[src/ees_defines.svh]
`ifndef EES_DEFINES_SVH
`define EES_DEFINES_SVH
// control register bit positions and reset value
`define EES_RD_START 0
`define EES_RD_ARM 1
`define EES_WR_START 2
`define EES_WR_ARM 3
`define EES_ER_START 4
`define EES_ER_ARM 5
`define EES_SEL_LO 6
`define EES_CTL_RST 8'h00
// register read selects
`define EES_SEL_LOC 4'h8
`define EES_SEL_CTL 4'h9
// timing
`define EES_CLK_NS 8
`define EES_T2MS_NS 2000000
`define EES_T2MS_CYC ((`EES_T2MS_NS) / (`EES_CLK_NS))
`define EES_RD_CYC 4
`define EES_ARM_WIN 8
`define EES_TW 24
// array shape
`define EES_WORDS 32
`define EES_WW 15
`endif

[src/ees_pkg.sv]
`include "ees_defines.svh"
package ees_pkg;
  typedef enum logic [1:0] {EES_IDLE, EES_ERASE, EES_WRITE, EES_READ} ees_op_t;
  typedef struct packed {
    logic [7:0] ctl;
    logic [4:0] loc;
    logic [7:0][7:0] dat;
    ees_op_t op;
    logic [`EES_TW-1:0] timer;
    logic win_er;
    logic win_wr;
    logic [3:0] win_cnt;
    logic fail;
    logic stall;
    logic [7:0] rd;
  } ees_st_t;
  typedef struct packed {
    logic [`EES_WORDS-1:0][`EES_WW-1:0] mem;
  } ees_arr_t;
endpackage

[src/ees_array.sv]
`timescale 1ns/1ps
`include "ees_defines.svh"
module ees_array import ees_pkg::*; (
  input wire logic clk_in,
  input wire logic rst_in,
  input wire logic [4:0] addr_in,
  input wire logic wr_in,
  input wire logic er_in,
  input wire logic [3:0][`EES_WW-1:0] wdata_in,
  output logic [`EES_WW-1:0] word_out
);
  ees_arr_t s;
  ees_arr_t nxt;

  always_comb begin
    nxt = s;
    for (int i = 0; i < `EES_WORDS; i++) begin
      if (er_in && addr_in[4] == i[4]) begin
        nxt.mem[i] = '0;
      end else if (wr_in && addr_in[4:2] == i[4:2]) begin
        nxt.mem[i] = wdata_in[i[1:0]];
      end
    end
  end

  always_ff @(posedge clk_in) begin
    if (rst_in) begin
      s <= '0;
    end else begin
      s <= nxt;
    end
  end

  assign word_out = s.mem[addr_in];
endmodule

[src/ees_sequencer.sv]
`timescale 1ns/1ps
`include "ees_defines.svh"
// Contract
// - write or erase start counts only on the write right after arming.
// - entering idle or sleep mid-cycle makes the cycle fail.
// - top two control bits pick 2, 4, 8 or 16 ms.
// - erase start bit clears when the erase ends; software polls it.
// - write start bit clears when the write ends; software polls it.
// - read start bit clears when the read ends before data use.
// - address never auto-increments; every read reloads it and restarts.
// - a finished read puts the word in data pair zero.
// - writing zero to control clears read arm, stopping further reads.
// - read arms then starts, without interrupt masking.
// - write stores four words; address bits 4 to 2 select the unit.
// - erase zeroes sixteen words; address bit 4 selects the page.
// - processor stalls from activation until the cycle ends.
// - erase arm and write arm clear when their cycles end without a halt; a halt leaves them set.
module ees_sequencer import ees_pkg::*; #(
  parameter int T2MS_CYC = `EES_T2MS_CYC,
  parameter int RD_CYC = `EES_RD_CYC,
  parameter int ARM_WIN = `EES_ARM_WIN
) (
  input wire logic clk_in,
  input wire logic rst_in,
  input wire logic halt_in,
  input wire logic loc_wr_in,
  input wire logic [4:0] loc_in,
  input wire logic dat_wr_in,
  input wire logic [2:0] dat_sel_in,
  input wire logic [7:0] dat_in,
  input wire logic ctl_wr_in,
  input wire logic [7:0] ctl_in,
  input wire logic [3:0] rd_sel_in,
  output logic [7:0] rd_data_out,
  output logic [7:0] ctl_out,
  output logic stall_out,
  output logic fail_out
);
  ees_st_t s;
  ees_st_t nxt;
  logic acc_er;
  logic acc_wr;
  logic acc_rd;
  logic arr_wr;
  logic arr_er;
  logic [`EES_TW-1:0] load;
  logic [`EES_WW-1:0] word;
  logic [3:0][`EES_WW-1:0] wdata;

  always_comb begin
    for (int k = 0; k < 4; k++) begin
      wdata[k] = {s.dat[2*k+1][6:0], s.dat[2*k]};
    end
  end

  always_comb begin
    nxt = s;
    acc_er = 1'b0;
    acc_wr = 1'b0;
    acc_rd = 1'b0;
    arr_wr = 1'b0;
    arr_er = 1'b0;
    load = '0;
    if (s.win_cnt != 4'h0) begin
      nxt.win_cnt = 4'(s.win_cnt - 4'h1);
    end else begin
      nxt.win_er = 1'b0;
      nxt.win_wr = 1'b0;
    end
    if (s.op != EES_IDLE) begin
      if (halt_in) begin
        nxt.op = EES_IDLE;
        nxt.fail = 1'b1;
        nxt.ctl[`EES_ER_START] = 1'b0;
        nxt.ctl[`EES_WR_START] = 1'b0;
        nxt.ctl[`EES_RD_START] = 1'b0;
      end else if (s.timer == '0) begin
        nxt.op = EES_IDLE;
        unique case (s.op)
          EES_ERASE: begin
            arr_er = 1'b1;
            nxt.ctl[`EES_ER_START] = 1'b0;
            nxt.ctl[`EES_ER_ARM] = 1'b0;
          end
          EES_WRITE: begin
            arr_wr = 1'b1;
            nxt.ctl[`EES_WR_START] = 1'b0;
            nxt.ctl[`EES_WR_ARM] = 1'b0;
          end
          EES_READ: begin
            nxt.ctl[`EES_RD_START] = 1'b0;
            nxt.dat[0] = word[7:0];
            nxt.dat[1] = {1'b0, word[14:8]};
          end
          EES_IDLE: begin
          end
        endcase
      end else begin
        nxt.timer = s.timer - 1'b1;
      end
    end else begin
      if (loc_wr_in) begin
        nxt.loc = loc_in;
        nxt.win_cnt = 4'h0;
        nxt.win_er = 1'b0;
        nxt.win_wr = 1'b0;
      end
      if (dat_wr_in) begin
        nxt.dat[dat_sel_in] = dat_sel_in[0] ? {1'b0, dat_in[6:0]} : dat_in;
        nxt.win_cnt = 4'h0;
        nxt.win_er = 1'b0;
        nxt.win_wr = 1'b0;
      end
      if (ctl_wr_in) begin
        acc_er = ctl_in[`EES_ER_START] && ctl_in[`EES_ER_ARM] && s.ctl[`EES_ER_ARM]
          && s.win_er && !halt_in;
        acc_wr = !acc_er && ctl_in[`EES_WR_START] && ctl_in[`EES_WR_ARM]
          && s.ctl[`EES_WR_ARM] && s.win_wr && !halt_in;
        acc_rd = !acc_er && !acc_wr && ctl_in[`EES_RD_START] && ctl_in[`EES_RD_ARM]
          && s.ctl[`EES_RD_ARM] && !halt_in;
        nxt.ctl = ctl_in;
        nxt.ctl[`EES_ER_START] = acc_er;
        nxt.ctl[`EES_WR_START] = acc_wr;
        nxt.ctl[`EES_RD_START] = acc_rd;
        nxt.win_er = ctl_in[`EES_ER_ARM] && !s.ctl[`EES_ER_ARM];
        nxt.win_wr = ctl_in[`EES_WR_ARM] && !s.ctl[`EES_WR_ARM];
        nxt.win_cnt = (nxt.win_er || nxt.win_wr) ? 4'(ARM_WIN) : 4'h0;
        if (acc_rd) begin
          load = `EES_TW'(RD_CYC);
        end else begin
          load = `EES_TW'(T2MS_CYC) << ctl_in[`EES_SEL_LO +: 2];
        end
        if (acc_er || acc_wr || acc_rd) begin
          nxt.op = acc_er ? EES_ERASE : (acc_wr ? EES_WRITE : EES_READ);
          nxt.timer = load - 1'b1;
          nxt.fail = 1'b0;
        end
      end
    end
    nxt.stall = (nxt.op != EES_IDLE);
    if (rd_sel_in == `EES_SEL_LOC) begin
      nxt.rd = {3'h0, s.loc};
    end else if (rd_sel_in == `EES_SEL_CTL) begin
      nxt.rd = s.ctl;
    end else if (rd_sel_in[3]) begin
      nxt.rd = 8'h00;
    end else begin
      nxt.rd = s.dat[rd_sel_in[2:0]];
    end
  end

  always_ff @(posedge clk_in) begin
    if (rst_in) begin
      s <= '0;
    end else begin
      s <= nxt;
    end
  end

  ees_array u_arr (
    .clk_in(clk_in),
    .rst_in(rst_in),
    .addr_in(s.loc),
    .wr_in(arr_wr),
    .er_in(arr_er),
    .wdata_in(wdata),
    .word_out(word)
  );

  assign rd_data_out = s.rd;
  assign ctl_out = s.ctl;
  assign stall_out = s.stall;
  assign fail_out = s.fail;

  // assertion helpers
  logic [`EES_TW-1:0] len;
  logic done_ok;
  always_ff @(posedge clk_in) begin
    if (rst_in || s.op == EES_IDLE) begin
      len <= `EES_TW'(1);
    end else begin
      len <= len + 1'b1;
    end
  end
  assign done_ok = s.op != EES_IDLE && s.timer == '0 && !halt_in;
endmodule

[config.mk]
export PLATFORM = sky130hd
export DESIGN_NAME = ees_sequencer
export DESIGN_NICKNAME = d
export VERILOG_FILES = /design/src/ees_pkg.sv /design/src/ees_array.sv /design/src/ees_sequencer.sv
export VERILOG_INCLUDE_DIRS = /design/src
export SDC_FILE = /design/constraint.sdc
export NUM_CORES = 1
export LEC_CHECK = 0
export ABC_CLOCK_PERIOD_IN_PS = 6700
export BUFFER_PORTS_ARGS = -buffer_cell sky130_fd_sc_hd__buf_2
export CORE_MARGIN = 4
export CORE_UTILIZATION = 60
export DETAILED_ROUTE_END_ITERATION = 7
export PLACE_DENSITY = 0.82
export SLEW_MARGIN = 15
export SYNTH_ARGS = -nofsm -noshare
export SYNTH_HDL_FRONTEND = slang
export SYNTH_SLANG_ARGS = --single-unit
[constraint.sdc]
create_clock -name clk_in -period 6.7 [get_ports clk_in]
set_input_delay 0.67 -clock clk_in [delete_from_list [all_inputs] [get_ports clk_in]]
set_output_delay 0.67 -clock clk_in [all_outputs]
set_load 0.01 [all_outputs]
* Word level (Yosys, flattened, before mapping)
Index checks and enable logic that the tools add are counted.
Storage, ports and cells: output and inout port bits 18, register bits after elaboration 599, memory bits (read-only) 0, memories kept 0, memory bits (writable) 0, latch bits 0
Operators by class: muxes and demuxes 56, bitwise gates (word level) 2, add/sub/neg operators 3, div/mod/pow operators 0, order comparisons 4, reductions and logical operators 57, equality and inequality tests 23, multipliers 0, shift operators 1
Operator list (count):
- two-way mux 24 bit | 5
- binary-select mux 15 bit (select 5 bit) | 1
- bitwise mux 64 bit | 1
- two-way mux 16 bit | 3
- subtractor 24 x 1 -> 24 bit (second input constant) | 2
- two-way mux 42 bit | 1
- two-way mux 8 bit | 5
- two-way mux 33 bit | 1
- logical AND 1 bit | 27
- two-way mux 26 bit | 1
- binary-select mux 8 bit (select 3 bit) | 1
- demux 8 bit (select 3 bit) | 1
- zero test 24 bit | 1
- two-way mux 6 bit | 4
- << shifter 18 x 2 -> 24 bit (first input constant) | 1
- two-way mux 1 bit | 20
- two-way mux 18 bit | 1
- two-way mux 4 bit | 4
- AND reduction 4 bit | 4
- two-way mux 15 bit | 1
- equality test 3 bit (second input constant) | 4
- inequality test 3 x 2 -> 1 bit (second input constant) | 4
- AND reduction 3 bit | 4
- two-way mux 2 bit | 5
- other kinds (20) | 44

* Longest topological paths before layout
Gate-level depths: netlist of run 1.
depth in word-level cells 24, depth in mapped cells 11, gate-level depth less buffers 9

* By module
A second synthesis of run 1 with hierarchy kept.
Second synthesis, totals: cell total of the unflattened synthesis 3270, area total of the unflattened synthesis 27124.8 um2
Modules (own cells, without submodules):
- ees_array | cells an instance 2549, area each 20792.4 um2, seq. area each 9609.2 um2, times used 1
- ees_sequencer | cells an instance 721, area each 6332.3 um2, seq. area each 2382.3 um2, times used 1

* Worst setup path before layout of run 1
OpenSTA, ideal clock, no wires.
path kind in2reg, from input port ctl_in[6], to register s[31] in the netlist's numbering, stages on the path 10, buffers on the path 2, required time 6.580 ns, arrival 2.478 ns, slack 4.103 ns, setup time 0.120 ns, cell sequence inv_1 -> ha_1 -> clkbuf_1 -> nor4b_1 -> and2_1 -> clkbuf_1 -> a21oi_1 -> o21ai_0 -> a21oi_1 -> o31a_1
Between the ends: longest elaborated chain between the ends 8
RTL lines:
- start: declaration | RTL line ees_sequencer.sv:32 | input wire logic [7:0] ctl_in,
- << shifter 18 x 2 -> 24 bit (no line)
- two-way mux 24 bit | RTL line ees_sequencer.sv:128 | if (acc_rd) begin
- two-way mux 24 bit | RTL line ees_sequencer.sv:114 | if (ctl_wr_in) begin
- two-way mux 24 bit | RTL line ees_sequencer.sv:70 | if (s.op != EES_IDLE) begin
- subtractor 24 x 1 -> 24 bit | RTL line ees_sequencer.sv:135 | nxt.timer = load - 1'b1;
- two-way mux 26 bit | RTL line ees_sequencer.sv:133 | if (acc_er || acc_wr || acc_rd) begin
- two-way mux 33 bit | RTL line ees_sequencer.sv:114
- two-way mux 42 bit | RTL line ees_sequencer.sv:70
- end signal: assignment | RTL line ees_sequencer.sv:156 | s <= nxt;
- end: declaration | RTL line ees_sequencer.sv:39 | ees_st_t s;
No other way between the ends. The select of a mux whose other input is x is not followed. A chain may end at the register's enable or synchronous reset.

* Worst setup path in the final report of run 1
from register s[16] in the netlist's numbering, to register u_arr.s[104] in the netlist's numbering
Between the ends: longest elaborated chain between the ends 6, elaborated cells on any way between the ends 10
RTL lines:
- zero test 24 bit *
- two-way mux 1 bit | RTL line ees_sequencer.sv:77 | end else if (s.timer == '0) begin
- two-way mux 1 bit | RTL line ees_sequencer.sv:71 | if (halt_in) begin
- two-way mux 1 bit | RTL line ees_sequencer.sv:70
- logical AND 1 bit | RTL line ees_array.sv:18 | if (er_in && addr_in[4] == i[4]) begin
- OR reduction 2 bit (no line)
- end signal: assignment | RTL line ees_array.sv:30 | s <= nxt;
- end: declaration | RTL line ees_array.sv:12 | ees_arr_t s;
Every way passes the cells marked *; elsewhere a longest branch is shown, timed or not.

==> results.toml, run 1 <==
[clocking]
cts_tree = "built"
post_cts_resized = 0
cts.sinks = 599
htree_levels = 2
cts_buffer_depth = 3
post_cts_buffers = 0
cts_root_buf = "clkbuf_16"
numCtsBuffers = 58
clock_latency_ns = 0.62
path_clk_slew_ns = 0.07
cts_hold_buf = 0

[global_route]
grt_overflow = 0
antenna_found_initial = 7
grt_pass1_wl_um = 128000
grt_max_degree = 100
grt_pass1_vias = 23600
track_usage = 0.312

[synth]
synth_nets = 3224
ys_async_sr_fraction = 0
syn_avg_cell_area_um2 = 9.03
yosysTopAreaCell = "dfxtp_1"
synth_edf_count = 0
synth_top_area_share = 0.417
synth_common_cells = "nand2_1, dfxtp_1, a21oi_2"
synth.most_common_cell = "nand2_1"
synthFlopType = "dfxtp_1"
syn_inst = 3182
yosysUniqueCellTypes = 64
ys_ff_latch = 599
yosysSeqAreaShare = 0.417
synthTopCellsByArea = "dfxtp_1, nand2_1, a21oi_2"
ys_warn_count = 0
syn_area_mm2 = 0.0287

[power]
combPwrFrac = 0.048
p_int_mw = 5.79
irDropWorstVdd_mv = 0.184
powerDensity_mw_per_mm2 = 250
swShare = 0.231
pwr-share-seq = 0.482
p_sw_mw = 1.74
p_leak_nw = 9.19
clock_power_share = 0.470

[timing]
fmax_mhz = 256
tns_ns = 0
tightestPinTransition_ns = 1.30
rsz0062_at_grt = "no"
fin_crit_ns = 3.91
hold_viol = 0
max-slew-margin-rel = 0.129
slew_violations = 0
holdWs_ns = 0.313
setup_viol = 0
finClkSkew_ns = 0.0137
period_share = 0.583
worst_slack_ns = 2.79

[critical_path]
slowest_delay_ns = 0.75
crit_path_start = "s[16]"
timing.rr.end = "u_arr.s[104]"
worstSetupPathType = "flip-flop to flip-flop"
r2r_slack_ns = 2.79
required_ns = 7.17
path_buf_inv = 2
path_depth = 9
worstReg2RegStart = "s[16]"
cp_slowest_cell = "buf_4"
startpoint_type = "flip-flop"
end_kind = "flip-flop"
arrival_ns = 4.38
crit_family = "simple AND/OR/NAND/NOR gates"
cp-endpoint = "u_arr.s[104]"
r2r_cells = 9
crit_chain = "inv_1 > ha_1 > or4b_4 > nor3_4 > nand2_2 > nor3_2 > a21o_4 > buf_4 > a21oi_1"
worstPathMaxFanout = 58

[floorplanning]
start_util = 0.612
die_w_um = 227
dieArea_mm2 = 0.0515
fp-row-count = 79
num_io_pins = 52
core_mm2 = 0.0470
die_y_um = 227

[route]
routed_wl_um = 81800
ant_nets = 0
drt-initial-drc-count = 2920
vias = 23800
routed_via_density = 6.47
remaining_drc_errors = 0
drtPass1Iterations = 7
wl_per_cell_um = 22.3

[placement]
dp_hpwl_um = 48700
post-place-ws_ns = 2.89
gp_congestion = 0.912
io_buffers = 51
placed_cell_area_mm2 = 0.0280

[layout]
fin_area_mm2 = 0.0301
area_growth_pct = 4.74
finalNetCount = 3052
drive_gt1_frac = 0.252

[run_status]
status = "completed"

[flow_run]
max_cap_violations = 0

[hold_path]
hold_class = "input port to flip-flop"
## how the worst min path moves through the flow
| stage | start | end | slack, ns | cells after the start |
|---|---|---|---|---|
| after floorplan | u_arr.s[436] | u_arr.s[436] | 0.43 | 2 |
| after global placement | u_arr.s[429] | u_arr.s[429] | 0.44 | 2 |
| after detailed placement | u_arr.s[209] | u_arr.s[209] | 0.44 | 2 |
| after CTS | ctl_in[1] | ctl_out[1] | 0.29 | 3 |
| after global routing | loc_in[1] | s[107] | 0.32 | 3 |
| final | loc_in[1] | s[107] | 0.31 | 3 |
## layer usage
| metal | up-vias | part of all wire | global-route usage |
|---|---|---|---|
| li1 | 10500 | - | - |
| met1 | 11500 | 0.37 | 0.390 |
| met2 | 1486 | 0.46 | 0.505 |
| met3 | 315 | 0.12 | 0.0770 |
| met4 | 8 | 0.051 | 0.157 |
| met5 | - | 0.00073 | 0 |
## stage by stage
stage / util / cells / power (mW)
6_report: 0.641 / 3672 / 7.53
5_1_grt: 0.641 / 3668 / 7.71
4_1_cts: 0.641 / 3667 / 7.54
3_5_place_dp: 0.597 / 3557 / 4.05
3_3_place_gp: 0.597 / 3557 / 4.04
2_1_floorplan: - / 3182 / 3.99
## power by group through the flow
stage | clock, mW | sequential (mW) | combinational [mW]
floorplan | 0 | 3.66 | 0.331
global placement | 0 | 3.70 | 0.340
detailed placement | 0 | 3.70 | 0.349
CTS | 3.56 | 3.62 | 0.351
global route | 3.71 | 3.63 | 0.374
finish | 3.54 | 3.63 | 0.361
## cells in the final DEF, fill, tap and decap left out, types with 9 or more instances in the layout
cell       count
nor2_1       120
a21oi_2      400
buf_2         50
a22oi_1       32
a31oi_1       13
a211oi_1      15
clkbuf_1      11
and2_1         9
buf_4         44
nand2_2       10
clkinv_2      13
a221oi_1      19
nand3_1       31
mux2_2        22
o221ai_1      12
mux2i_1       84
o21ai_0       37
a21oi_1      140
dfxtp_1      597
inv_1         13
nor3_1        23
clkbuf_8      13
clkbuf_16     61
mux4_2       111
a32oi_1       10
nand2_1     1032
## cell families after synthesis
kind of cell / count (synthesis) / synth area share
mux: 217 / 0.125
buf+inv: 343 / 0.0801
xor+xnor: 7 / 0.00213
simple gates: 1292 / 0.181
flops: 599 / 0.417
fa+ha+maj: 8 / 0.00348
compound gates: 716 / 0.191
## final cells by class
type / instances / area (µm²)
fill: 3589 / 16800
multi-input combinational: 2240 / 14500
sequential: 599 / 12000
clock buffer: 85 / 1750
tap: 607 / 759
timing repair buffer: 98 / 661
clock inverter: 25 / 337
inverter: 13 / 48.8
antenna: 5 / 12.5
## registers in the layout, indices dropped and copies added, names as in the netlist
signal	count
u_arr.s	480
s	101
ctl_out	8
rd_data_out	8
fail_out	1
stall_out	1
## worst min-delay path: cells and delay by family
kind | cells | cell delay, ns
and+or+nand+nor | 1 | 0.07
muxes | 1 | 0.06
buffers and inverters | 1 | 0.09
Note: power is estimated with default switching activity, not from simulation.
==> inputs of run 2 (changes only) <==
--- a/config.mk
+++ b/config.mk
@@ -6,12 +6,12 @@
 export SDC_FILE = /design/constraint.sdc
 export NUM_CORES = 1
 export LEC_CHECK = 0
-export ABC_CLOCK_PERIOD_IN_PS = 6700
+export ABC_CLOCK_PERIOD_IN_PS = 3350
 export BUFFER_PORTS_ARGS = -buffer_cell sky130_fd_sc_hd__buf_2
 export CORE_MARGIN = 4
-export CORE_UTILIZATION = 60
+export CORE_UTILIZATION = 57
 export DETAILED_ROUTE_END_ITERATION = 7
-export PLACE_DENSITY = 0.82
+export PLACE_DENSITY = 0.81
 export SLEW_MARGIN = 15
 export SYNTH_ARGS = -nofsm -noshare
 export SYNTH_HDL_FRONTEND = slang
==> constraint.sdc (replaced) <==
create_clock -name clk_in -period 3.35 [get_ports clk_in]
set_input_delay 0.335 -clock clk_in [delete_from_list [all_inputs] [get_ports clk_in]]
set_output_delay 0.335 -clock clk_in [all_outputs]
set_load 0.01 [all_outputs]
==> run 2 against run 1 <==
Count of clock-buffer cells in the layout increased by 6. Sequential share of layout area shrank 0.88 points. Largest cell class unchanged. Worst setup slack lost 2.5 ns. Register-to-register slack lost 2.5 ns. Highest routed layer unchanged. Non-clock buffer count grew 73. Maximum frequency grew 27%. Largest power group unchanged. Routed wire length up 3.3%. Sequential power is 100% higher. Cell area is 2.3% higher. Clock skew rose by 0.010 ns. Combinational power increased by 120%. Utilization shrank 2.5 points.
==> results.toml, run 2 (same netlist as run 1, synthesis figures left out) <==
[critical_path]
slowest_delay_ns = 0.55
startpoint_type = "flip-flop"
worstPathMaxFanout = 29
arrival_ns = 3.61
cp_slowest_cell = "or4b_4"
crit_chain = "inv_1 > ha_1 > or4b_4 > nor3_4 > nand2_2 > nor3_2 > a21o_4 > buf_12 > buf_4 > a21oi_2"
worstSetupPathType = "flip-flop to flip-flop"
required_ns = 3.87
end_kind = "flip-flop"

[placement]
gp_congestion = 0.912
io_buffers = 51
place_inst = 3688
dp_hpwl_um = 53500

[clocking]
cts_tree = "built"
cts.sinks = 599
post_cts_buffers = 0
cts_hold_buf = 7
htree_levels = 2
numCtsBuffers = 59
cts_root_buf = "clkbuf_16"
path_clk_slew_ns = 0.06
cts_buffer_depth = 3
post_cts_resized = 0
clock_latency_ns = 0.64

[global_route]
grt_overflow = 0
track_usage = 0.304
antenna_found_initial = 5
grt_max_degree = 67
grt_pass1_vias = 23900
grt_pass1_wl_um = 131000

[route]
routed_via_density = 6.33
vias = 24100
wl_per_cell_um = 22.2
drt-initial-drc-count = 2913
drtPass1Iterations = 6
remaining_drc_errors = 0
routed_wl_um = 84500
ant_nets = 0

[timing]
hold_viol = 0
holdWs_ns = 0.0302
tns_ns = 0
slew_violations = 0
fin_crit_ns = 3.09
setup_viol = 0
max-slew-margin-rel = 0.167
tightestPinTransition_ns = 1.24
period_share = 0.922
finClkSkew_ns = 0.0242
fmax_mhz = 324
rsz0062_at_grt = "no"

[power]
powerDensity_mw_per_mm2 = 473
power_mw = 14.6
p_leak_nw = 9.52
irDropWorstVdd_mv = 0.414

[layout]
area_growth_pct = 7.11
drive_gt1_frac = 0.266
finalNetCount = 3126
layout_common_cells = "nand2_1, dfxtp_1, a21oi_2"
regMostFlops = "u_arr.s"
largestRegisters = "u_arr.s (480), s (101)"
layout_commonest_cell = "nand2_1"
layout.cells.non_filler = 3806
largest_register_ff_count = 480
final_util = 0.616
nFillCells = 3893

[floorplanning]
fp-row-count = 82
die_w_um = 233
die_y_um = 233
dieArea_mm2 = 0.0541
num_io_pins = 52
start_util = 0.575
core_mm2 = 0.0500

[flow_run]
max_cap_violations = 0

[run_status]
status = "completed"

[hold_path]
hold_class = "input port to flip-flop"
## run 2: cell types whose count changed in the layout (fill, tap and decap cells not counted), sizes merged, moves of 2 or more
cell and change:
buf +66, bufinv -8, clkbuf +6, clkinv -3, clkinvlp +2, diode -2, dlygate4sd3 +7
## run 2: layer usage
| layer | global-route usage | routed length [µm] |
|---|---|---|
| met5 | 0 | 27 |
| met4 | 0.162 | 4720 |
| met3 | 0.0679 | 9920 |
| met2 | 0.490 | 38700 |
| met1 | 0.383 | 31100 |
## run 2: critical path: cells and delay by family (launching register included)
| kind | cells | cell delay, ns |
|---|---|---|
| buf+inv | 3 | 0.61 |
| compound gates | 2 | 0.38 |
| fa+ha+maj | 1 | 0.23 |
| simple gates | 4 | 1.39 |
| flops | 1 | 0.33 |
## run 2: stage by stage
| stage | worst slack [ns] | area, µm² |
|---|---|---|
| after detailed placement | 0.332 | 28800 |
| after global routing | 0.121 | 30800 |
| final | 0.262 | 30800 |
| after CTS | 0.301 | 30800 |
| after global placement | 0.428 | 28800 |
| after floorplan | 0.970 | 28700 |
## run 2: cell type report
type                            instances  area [µm²]  share of cell area
Inverter                               13        48.8             0.00158
Clock inverter                         17         139             0.00451
Antenna cell                            3        7.51            0.000244
Multi-Input combinational cell       2240       14500               0.472
Tap cell                              672         841              0.0273
Timing Repair Buffer                  171        1450              0.0471
Sequential cell                       599       12000               0.390
Clock buffer                           91        1770              0.0574
## run 2: power breakdown
| group | internal, mW | leakage [nW] | switching, mW | total, mW |
|---|---|---|---|---|
| clock network | 3.63 | 0.927 | 2.88 | 6.51 |
| logic | 0.271 | 3.77 | 0.541 | 0.812 |
| registers | 7.15 | 4.83 | 0.103 | 7.25 |
| total | 11.1 | 9.52 | 3.52 | 14.6 |
## run 2: worst paths after layout
path                            depth (start not counted)           end  slack (ns)          from
worst min-delay path                                    3    ctl_out[6]        0.03     ctl_in[6]
worst max register to register                         10  u_arr.s[123]        0.26         s[16]
worst min register to register                          2  u_arr.s[462]        0.45  u_arr.s[462]
worst max-delay path                                   10  u_arr.s[123]        0.26         s[16]
